## config.mk

```make
export PLATFORM = sky130hd
export DESIGN_NAME = dtc_top
export DESIGN_NICKNAME = d
export VERILOG_FILES = /design/src/inc/dtc_pkg.sv /design/src/verilog/dtc_top.sv
export SDC_FILE = /design/constraint.sdc
export NUM_CORES = 1
export LEC_CHECK = 0
export BUFFER_PORTS_ARGS = -buffer_cell sky130_fd_sc_hd__buf_2
export CAP_MARGIN = 20
export CORE_MARGIN = 1.5
export CORE_UTILIZATION = 25
export CTS_CLUSTER_DIAMETER = 60
export DETAILED_ROUTE_END_ITERATION = 10
export PLACE_DENSITY_LB_ADDON = 0.3
export SKIP_LAST_GASP = 1
export SYNTH_ARGS = -nofsm -noshare
export SYNTH_HDL_FRONTEND = slang
export SYNTH_SLANG_ARGS = --single-unit
```

## constraint.sdc

```tcl
create_clock -name pclk -period 5.1 [get_ports pclk]
set_clock_uncertainty 0.2 [all_clocks]
set_input_delay 0 -clock pclk [delete_from_list [all_inputs] [get_ports pclk]]
set_output_delay 0 -clock pclk [all_outputs]
set_load 0.05 [all_outputs]
```

## src/inc/dtc_pkg.sv

```systemverilog
// Purpose: Shared constants and types of the dual timer/counter block
// Assumes: Register indices are word indices; byte address is four times
// Notes: Mode register layout follows the timer mode control byte

package dtc_pkg;

  // ---------------------------------------------------------------
  // Register indices (byte address = 4 * index)
  // ---------------------------------------------------------------
  localparam logic [9:0] DTC_IDX_MODE = 10'h089;
  localparam logic [9:0] DTC_IDX_RUN = 10'h080;
  localparam logic [9:0] DTC_IDX_STATUS = 10'h081;
  localparam logic [9:0] DTC_IDX_MASK = 10'h082;
  localparam logic [9:0] DTC_IDX_U0_LOW = 10'h083;
  localparam logic [9:0] DTC_IDX_U0_HIGH = 10'h084;
  localparam logic [9:0] DTC_IDX_U1_LOW = 10'h085;
  localparam logic [9:0] DTC_IDX_U1_HIGH = 10'h086;

  // ---------------------------------------------------------------
  // Mode register fields and reset values
  // ---------------------------------------------------------------
  localparam int DTC_U1_GATE_BIT = 7;
  localparam int DTC_U1_SRC_BIT = 6;
  localparam int DTC_U1_MODE_LSB = 4;
  localparam int DTC_U0_GATE_BIT = 3;
  localparam int DTC_U0_SRC_BIT = 2;
  localparam int DTC_U0_MODE_LSB = 0;
  localparam logic [7:0] DTC_MODE_RST = 8'h00;
  localparam logic [1:0] DTC_RUN_RST = 2'h0;
  localparam logic [1:0] DTC_MASK_RST = 2'h0;
  localparam logic [7:0] DTC_CNT_RST = 8'h00;

  // ---------------------------------------------------------------
  // Timing: oscillator periods (pclk cycles) per machine cycle
  // ---------------------------------------------------------------
  localparam int DTC_OSC_PER_MC = 6;
  localparam logic [2:0] DTC_MC_LAST = 3'(DTC_OSC_PER_MC - 1);

  typedef enum logic [1:0] {
    DTC_M13,
    DTC_M16,
    DTC_M8_RELOAD,
    DTC_SPLIT
  } dtc_mode_t;

  typedef struct packed {
    logic [7:0] lo;
    logic [7:0] hi;
    logic ovf;
  } dtc_unit_t;

  typedef struct packed {
    logic [7:0] mode;
    logic [1:0] run;
    logic [1:0] flags;
    logic [1:0] mask;
    logic [1:0][7:0] lo;
    logic [1:0][7:0] hi;
    logic [2:0] presc;
    logic [1:0] smp;
    logic [1:0] pend;
    logic [31:0] prdata;
    logic pready;
    logic pslverr;
    logic irq;
  } dtc_state_t;

endpackage

```

## src/verilog/dtc_top.sv

```systemverilog
// Purpose: Two 16-bit timer/counter units behind an APB register slave
// Assumes: pclk is the oscillator; count and gate pins are synchronous
// Notes: One wait state on every APB access; status clears on read
//
// What this block does
// - Timer function increments once per machine cycle of six clocks.
// - Counter function counts falling count-pin edges, sampled once per cycle.
// - Edge is high sample then low; count shows one machine cycle later.
// - Edge recognition takes two machine cycles; one count per twelve clocks.
// - Source select bits 6 and 2 pick internal or pin counting.
// - Mode fields bits 5:4 and 1:0 pick one of four modes.
// - Gate set needs gate pin high plus run bit; else run alone.
// - Modes zero to two count alike in both units; unit 0 split takes unit 1's flag.
// - Unit 0 split: low byte uses all unit 0 controls.
// - Unit 0 split: high byte times machine cycles on unit 1 run.
// - Mode zero is 13 bits; upper three low bits ignored.
// - Mode one cascades all sixteen bits, no prescaler.
// - Mode two low byte reloads from high byte on overflow.
// - Unit 1 in split mode stops and holds its count.
//
// Decided for this implementation: the APB register port.

`timescale 1ns/1ps

module dtc_top
  import dtc_pkg::*;
(
  input wire logic pclk,
  input wire logic presetn,
  input wire logic psel,
  input wire logic penable,
  input wire logic pwrite,
  input wire logic [11:0] paddr,
  input wire logic [31:0] pwdata,
  output logic [31:0] prdata,
  output logic pready,
  output logic pslverr,
  input wire logic [1:0] count_pin,
  input wire logic [1:0] gate_pin,
  output logic irq
);

  // -----------------------------------------------------------------
  // Helpers
  // -----------------------------------------------------------------
  function automatic logic dtc_hit(input logic [9:0] idx);
    dtc_hit = (idx == DTC_IDX_MODE) || (idx == DTC_IDX_RUN) ||
              (idx == DTC_IDX_STATUS) || (idx == DTC_IDX_MASK) ||
              (idx == DTC_IDX_U0_LOW) || (idx == DTC_IDX_U0_HIGH) ||
              (idx == DTC_IDX_U1_LOW) || (idx == DTC_IDX_U1_HIGH);
  endfunction

  // One counting step of a unit in modes zero to two
  function automatic dtc_unit_t dtc_step(input logic [1:0] m,
                                         input logic [7:0] lo,
                                         input logic [7:0] hi,
                                         input logic inc);
    dtc_unit_t r;
    logic [5:0] l5;
    logic [8:0] n9;
    logic [16:0] w;
    r.lo = lo;
    r.hi = hi;
    r.ovf = 1'b0;
    l5 = 6'h00;
    n9 = 9'h000;
    w = 17'h0_0000;
    if (inc) begin
      case (dtc_mode_t'(m))
        DTC_M13: begin
          l5 = {1'b0, lo[4:0]} + 6'h01;
          r.lo[4:0] = l5[4:0];
          if (l5[5]) begin
            n9 = {1'b0, hi} + 9'h001;
            r.hi = n9[7:0];
            r.ovf = n9[8];
          end
        end
        DTC_M16: begin
          w = {1'b0, hi, lo} + 17'h0_0001;
          {r.ovf, r.hi, r.lo} = w;
        end
        DTC_M8_RELOAD: begin
          n9 = {1'b0, lo} + 9'h001;
          r.ovf = n9[8];
          r.lo = n9[8] ? hi : n9[7:0];
        end
        default: begin
          r.ovf = 1'b0;
        end
      endcase
    end
    return r;
  endfunction

  // -----------------------------------------------------------------
  // State
  // -----------------------------------------------------------------
  dtc_state_t q;
  dtc_state_t d;
  logic tick;
  logic access;
  logic finish;
  logic bus_wr;
  logic [9:0] idx;
  logic [1:0] en;
  logic [1:0] inc;
  logic [1:0] src;
  logic [1:0] gate;
  logic [1:0][1:0] mode;
  logic [1:0] set;
  logic [1:0] clr;
  logic [8:0] th0;
  logic [8:0] tl0;
  dtc_unit_t u0;
  dtc_unit_t u1;

  assign prdata = q.prdata;
  assign pready = q.pready;
  assign pslverr = q.pslverr;
  assign irq = q.irq;

  always_comb begin
    d = q;
    idx = paddr[11:2];
    access = psel && penable;
    finish = access && q.pready;
    bus_wr = finish && pwrite;

    // -----------------------------------------------------------------
    // Machine cycle prescaler
    // -----------------------------------------------------------------
    // six clocks a machine cycle
    tick = (q.presc == DTC_MC_LAST);
    d.presc = tick ? 3'h0 : q.presc + 3'h1;

    // -----------------------------------------------------------------
    // Control decode
    // -----------------------------------------------------------------
    // source select bits
    src[0] = q.mode[DTC_U0_SRC_BIT];
    src[1] = q.mode[DTC_U1_SRC_BIT];
    gate[0] = q.mode[DTC_U0_GATE_BIT];
    gate[1] = q.mode[DTC_U1_GATE_BIT];
    mode[0] = q.mode[DTC_U0_MODE_LSB +: 2];
    mode[1] = q.mode[DTC_U1_MODE_LSB +: 2];

    for (int i = 0; i < 2; i++) begin
      en[i] = q.run[i] && (!gate[i] || gate_pin[i]);
      // high then low marks an edge
      if (tick) begin
        d.smp[i] = count_pin[i];
        d.pend[i] = q.smp[i] && !count_pin[i];
      end
      // count lands on the following tick
      // pend cannot repeat on adjacent ticks
      inc[i] = tick && en[i] && (src[i] ? q.pend[i] : 1'b1);
    end

    // -----------------------------------------------------------------
    // Counting
    // -----------------------------------------------------------------
    // same step function for both units
    u0 = dtc_step(mode[0], q.lo[0], q.hi[0], inc[0]);
    // split mode on unit 1 holds the count
    u1 = dtc_step(mode[1], q.lo[1], q.hi[1], inc[1]);
    tl0 = 9'h000;
    th0 = 9'h000;
    set = 2'h0;
    if (dtc_mode_t'(mode[0]) == DTC_SPLIT) begin
      // low byte on unit 0 controls
      tl0 = {1'b0, q.lo[0]} + 9'h001;
      if (inc[0]) begin
        d.lo[0] = tl0[7:0];
      end
      // high byte timer on unit 1 run
      th0 = {1'b0, q.hi[0]} + 9'h001;
      if (tick && q.run[1]) begin
        d.hi[0] = th0[7:0];
      end
      // split high byte owns unit 1 flag
      set[0] = inc[0] && tl0[8];
      set[1] = tick && q.run[1] && th0[8];
      d.lo[1] = u1.lo;
      d.hi[1] = u1.hi;
    end else begin
      d.lo[0] = u0.lo;
      d.hi[0] = u0.hi;
      d.lo[1] = u1.lo;
      d.hi[1] = u1.hi;
      set = {u1.ovf, u0.ovf};
    end

    // -----------------------------------------------------------------
    // APB slave, one wait state
    // -----------------------------------------------------------------
    d.pready = access && !q.pready;
    d.pslverr = access && !q.pready && !dtc_hit(idx);
    if (access && !q.pready) begin
      case (idx)
        DTC_IDX_MODE: d.prdata = {24'h00_0000, q.mode};
        DTC_IDX_RUN: d.prdata = {30'h0000_0000, q.run};
        DTC_IDX_STATUS: d.prdata = {30'h0000_0000, q.flags};
        DTC_IDX_MASK: d.prdata = {30'h0000_0000, q.mask};
        DTC_IDX_U0_LOW: d.prdata = {24'h00_0000, q.lo[0]};
        DTC_IDX_U0_HIGH: d.prdata = {24'h00_0000, q.hi[0]};
        DTC_IDX_U1_LOW: d.prdata = {24'h00_0000, q.lo[1]};
        DTC_IDX_U1_HIGH: d.prdata = {24'h00_0000, q.hi[1]};
        default: d.prdata = 32'h0000_0000;
      endcase
    end

    // Read of status clears; a set in the same cycle still wins
    // Clear only reported flags, so a set after capture is kept
    clr = (finish && !pwrite && idx == DTC_IDX_STATUS) ?
          q.prdata[1:0] : 2'h0;
    d.flags = (q.flags & ~clr) | set;

    // software writes win over a count in the same cycle
    if (bus_wr) begin
      case (idx)
        DTC_IDX_MODE: d.mode = pwdata[7:0];
        // run bit does not touch counts
        DTC_IDX_RUN: d.run = pwdata[1:0];
        DTC_IDX_MASK: d.mask = pwdata[1:0];
        DTC_IDX_U0_LOW: d.lo[0] = pwdata[7:0];
        DTC_IDX_U0_HIGH: d.hi[0] = pwdata[7:0];
        DTC_IDX_U1_LOW: d.lo[1] = pwdata[7:0];
        DTC_IDX_U1_HIGH: d.hi[1] = pwdata[7:0];
        default: d.mask = q.mask;
      endcase
    end

    // Level interrupt follows the next flag state so it never lags
    d.irq = |(d.flags & d.mask);
  end

  always_ff @(posedge pclk or negedge presetn) begin
    if (!presetn) begin
      q <= '0;
      q.mode <= DTC_MODE_RST;
      q.run <= DTC_RUN_RST;
      q.mask <= DTC_MASK_RST;
      q.lo <= {DTC_CNT_RST, DTC_CNT_RST};
      q.hi <= {DTC_CNT_RST, DTC_CNT_RST};
    end else begin
      q <= d;
    end
  end

  logic [15:0] cnt0;
  logic [15:0] cnt1;
  assign cnt0 = {q.hi[0], q.lo[0]};
  assign cnt1 = {q.hi[1], q.lo[1]};
endmodule
```

==> flow_metrics.env <==
export IMPL_timing_final_crit_share_pct=54.09
export IMPL_synthesis_area_mm2=0.004816
export IMPL_crit_cells=6
export IMPL_postSynthAreaPerCell_um2=8.332
export IMPL_hp_class="in -> reg"
export IMPL_clock_path_buffers=2
export IMPL_dp_hpwl_um=11470
export IMPL_status="finished, final reports clean"
export IMPL_drt_wl_total_um=15610
export IMPL_max_stage_delay_ns=0.53
export IMPL_grt_max_degree=65
export IMPL_final_min_clock_period_ns=2.759
export IMPL_synthArstFlopShare_pct=100.0
export IMPL_yosys_area_top_type="dfrtp_1"
export IMPL_holdPathStages=5
export IMPL_std_cell_rows=50
export IMPL_cts_tree="yes"
export IMPL_start_util_pct=25.66
export IMPL_root_buffer="clkbuf_16"
export IMPL_tightest_slew_ns=0.8723
export IMPL_synth_edf_count=0
export IMPL_clk_pin_slew_worst_paths_ns=0.06
export IMPL_holdWs_ns=0.003626
export IMPL_grtUsageTotal_pct=15.86
export IMPL_cp_slowest_cell="nor2_1"
export IMPL_critPathKind="reg -> reg"
export IMPL_synth_top_area_share_pct=33.26
export IMPL_h_tree_depth=3
export IMPL_slew_headroom_pct=41.84
export IMPL_firstDrtPassIters=5
export IMPL_postSynthCellCount=578
export IMPL_antennaDiodeCount=0
export IMPL_cts_sinks=64
export IMPL_ys_flop_type="dfrtp_1"
export IMPL_cts_buffers=9
export IMPL_ant_nets=0
export IMPL_syn_to_final_growth_pct=13.28
export IMPL_vias=4459
export IMPL_ioPinCount=88
export IMPL_maxSlewViolCount=0
export IMPL_die_area_mm2=0.02010
export IMPL_vias_per_cell=5.277
export IMPL_drc=0
export IMPL_rr_worst_depth=6
export IMPL_synth_yosys_warnings=0
export IMPL_antenna_found_initial=0
export IMPL_setup_violations=0
export IMPL_io_buffers=37
export IMPL_core_area_mm2=0.01877
export IMPL_synth_area_leaders="dfrtp_1 33%, o21ai_0 5.2%, nand2_1 5.1%, buf_4 5.0%, nor2_1 3.6%"
export IMPL_cellPowerDensity_mw_per_mm2=221.6
export IMPL_rsz0062_at_grt="false"
export IMPL_cp_arrival_ns=2.83
export IMPL_synth_distinct_cells=67
export IMPL_die_h_um=141.8
export IMPL_critPathBufInv=0
export IMPL_fmax_ghz=0.3625
export IMPL_ys_top_cells_by_count="65 x nand2_1, 64 x dfrtp_1, 50 x o21ai_0"
export IMPL_routabilityCongestion=0.8734
export IMPL_cts_resized=0
export IMPL_wl_per_cell_um=18.47
export IMPL_drtIter0Drc=394
export IMPL_nets=671
export IMPL_path_max_fanout=9
export IMPL_synth_most_common_cell="nand2_1"
export IMPL_yosysSeqAreaShare_pct=33.26
export IMPL_maxCapViolCount=0
export IMPL_worst_setup_path_end_kind="register"
export IMPL_grt_pass1_wl_um=24300
export IMPL_hold_viol=0
export IMPL_worstPathCellList="ha_1 > nand4_1 > nor2_1 > a32oi_1 > o41ai_1 > a22o_1"
export IMPL_cp_top_family="compound AO/OA/AOI/OAI gates"
export IMPL_finalSetupTns_ns=0
export IMPL_crit_path_start_kind="register"
export IMPL_synth_seq_cells=64
export IMPL_p_leak_nw=2.164
export IMPL_die_w_um=141.8
export IMPL_cp_required_ns=5.17
export IMPL_clk_latency_ns=0.34
export IMPL_overflow=0
export IMPL_first_global_vias=4080
export IMPL_drive_gt1_share_pct=13.91
export IMPL_peakVddDrop_v=0.00009882
==> final cells by class <==
class,instances,area (um2)
Fill cell,2047,13310
Multi-Input combinational cell,468,2919
Sequential cell,64,1602
Timing Repair Buffer,51,322.8
Tap cell,234,292.8
Clock buffer,10,229.0
Clock inverter,6,45.04
Inverter,12,45.04
==> routing by layer <==
metal  vias to the layer above  global-route usage, %  routed length [um]  part of all wire (%)
met1                      2124                  23.13                7488                    48
met4                         0                  6.565                 419                   2.7
met3                        27                  2.227                 877                   5.6
met5                         -                      0                   0                     0
li1                       2157                      -                   -                     -
met2                       151                  23.34                6822                    44
==> worst reg2reg max path: cells and delay by family, from the launching register on <==
family | cells | cell delay (ns)
adders and majority gates | 1 | 0.34
AOI/OAI and AO/OA | 3 | 0.88
and+or+nand+nor | 2 | 0.75
DFF | 1 | 0.50
==> registers in the layout (all words and copies together), names as in the netlist <==
signal   flops
cnt0        16
cnt1        16
gate         2
irq          1
mode         4
prdata       8
pready       1
pslverr      1
q           15
==> path summary, 6_finish.rpt <==
path,startpoint,to,slack (ns)
worst max-delay path,cnt1[0],irq,2.34
worst min-delay path,psel,prdata[4],0.004
worst max register to register,cnt1[0],irq,2.34
worst min register to register,q[35],q[35],0.27
max in group asynchronous,presetn,cnt0[9],3.93
min in group asynchronous,presetn,cnt1[0],0.18
==> stage by stage <==
stage               instances  total power, mW  instance area [um2]  worst slack, ns  utilization, %
detailed placement        816           0.6390                 5051            2.403           26.91
global placement          816           0.6389                 5051            2.390           26.91
finish                    845            1.209                 5455            2.341           29.07
CTS                       845            1.220                 5455            2.369           29.07
floorplan                 601           0.6116                 4902            2.801               -
global route              845            1.252                 5455            2.126           29.07
==> what timing repair did <==
| item | 4_1_cts | 5_1_grt |
|---|---|---|
| hold buffers | 13 | 0 |
| hold endpoints to repair | 119 | 0 |
| setup buffers | 0 | 0 |
==> placed cells by master, fill, tap and decap left out, drive strengths merged, types with 8 or more instances in the layout <==
master | netlist | final
mux2 | 13 | 13
ha | 12 | 12
a221oi | 9 | 9
dlygate4sd3 | 0 | 13
o21ai | 51 | 51
a21oi | 29 | 29
nand3 | 28 | 28
conb | 1 | 24
inv | 12 | 13
clkbuf | 23 | 10
a31oi | 21 | 21
dfrtp | 64 | 64
nand2 | 66 | 66
nor2 | 46 | 46
a22oi | 14 | 14
nand4 | 8 | 8
nand2b | 9 | 9
nor3 | 20 | 20
buf | 34 | 38
and3 | 8 | 8
==> power by group <==
| group | switching (mW) | internal, mW |
|---|---|---|
| registers | 0.00404 | 0.513 |
| clock network | 0.242 | 0.330 |
| logic | 0.0948 | 0.0252 |
==> cells by family (layout without fill, tap and decap cells) <==
kind of cell	after synthesis	count (layout)	synth area share, %
buffers and inverters	69	79	7.924
and+or+nand+nor	231	231	25.51
adders and majority gates	12	12	3.118
other	1	24	0.07787
xor gates and xnor gates	10	10	1.819
muxes	18	18	4.599
AOI/OAI and AO/OA	173	173	23.69
DFF	64	64	33.26
Note: power is estimated with default switching activity, not from simulation.
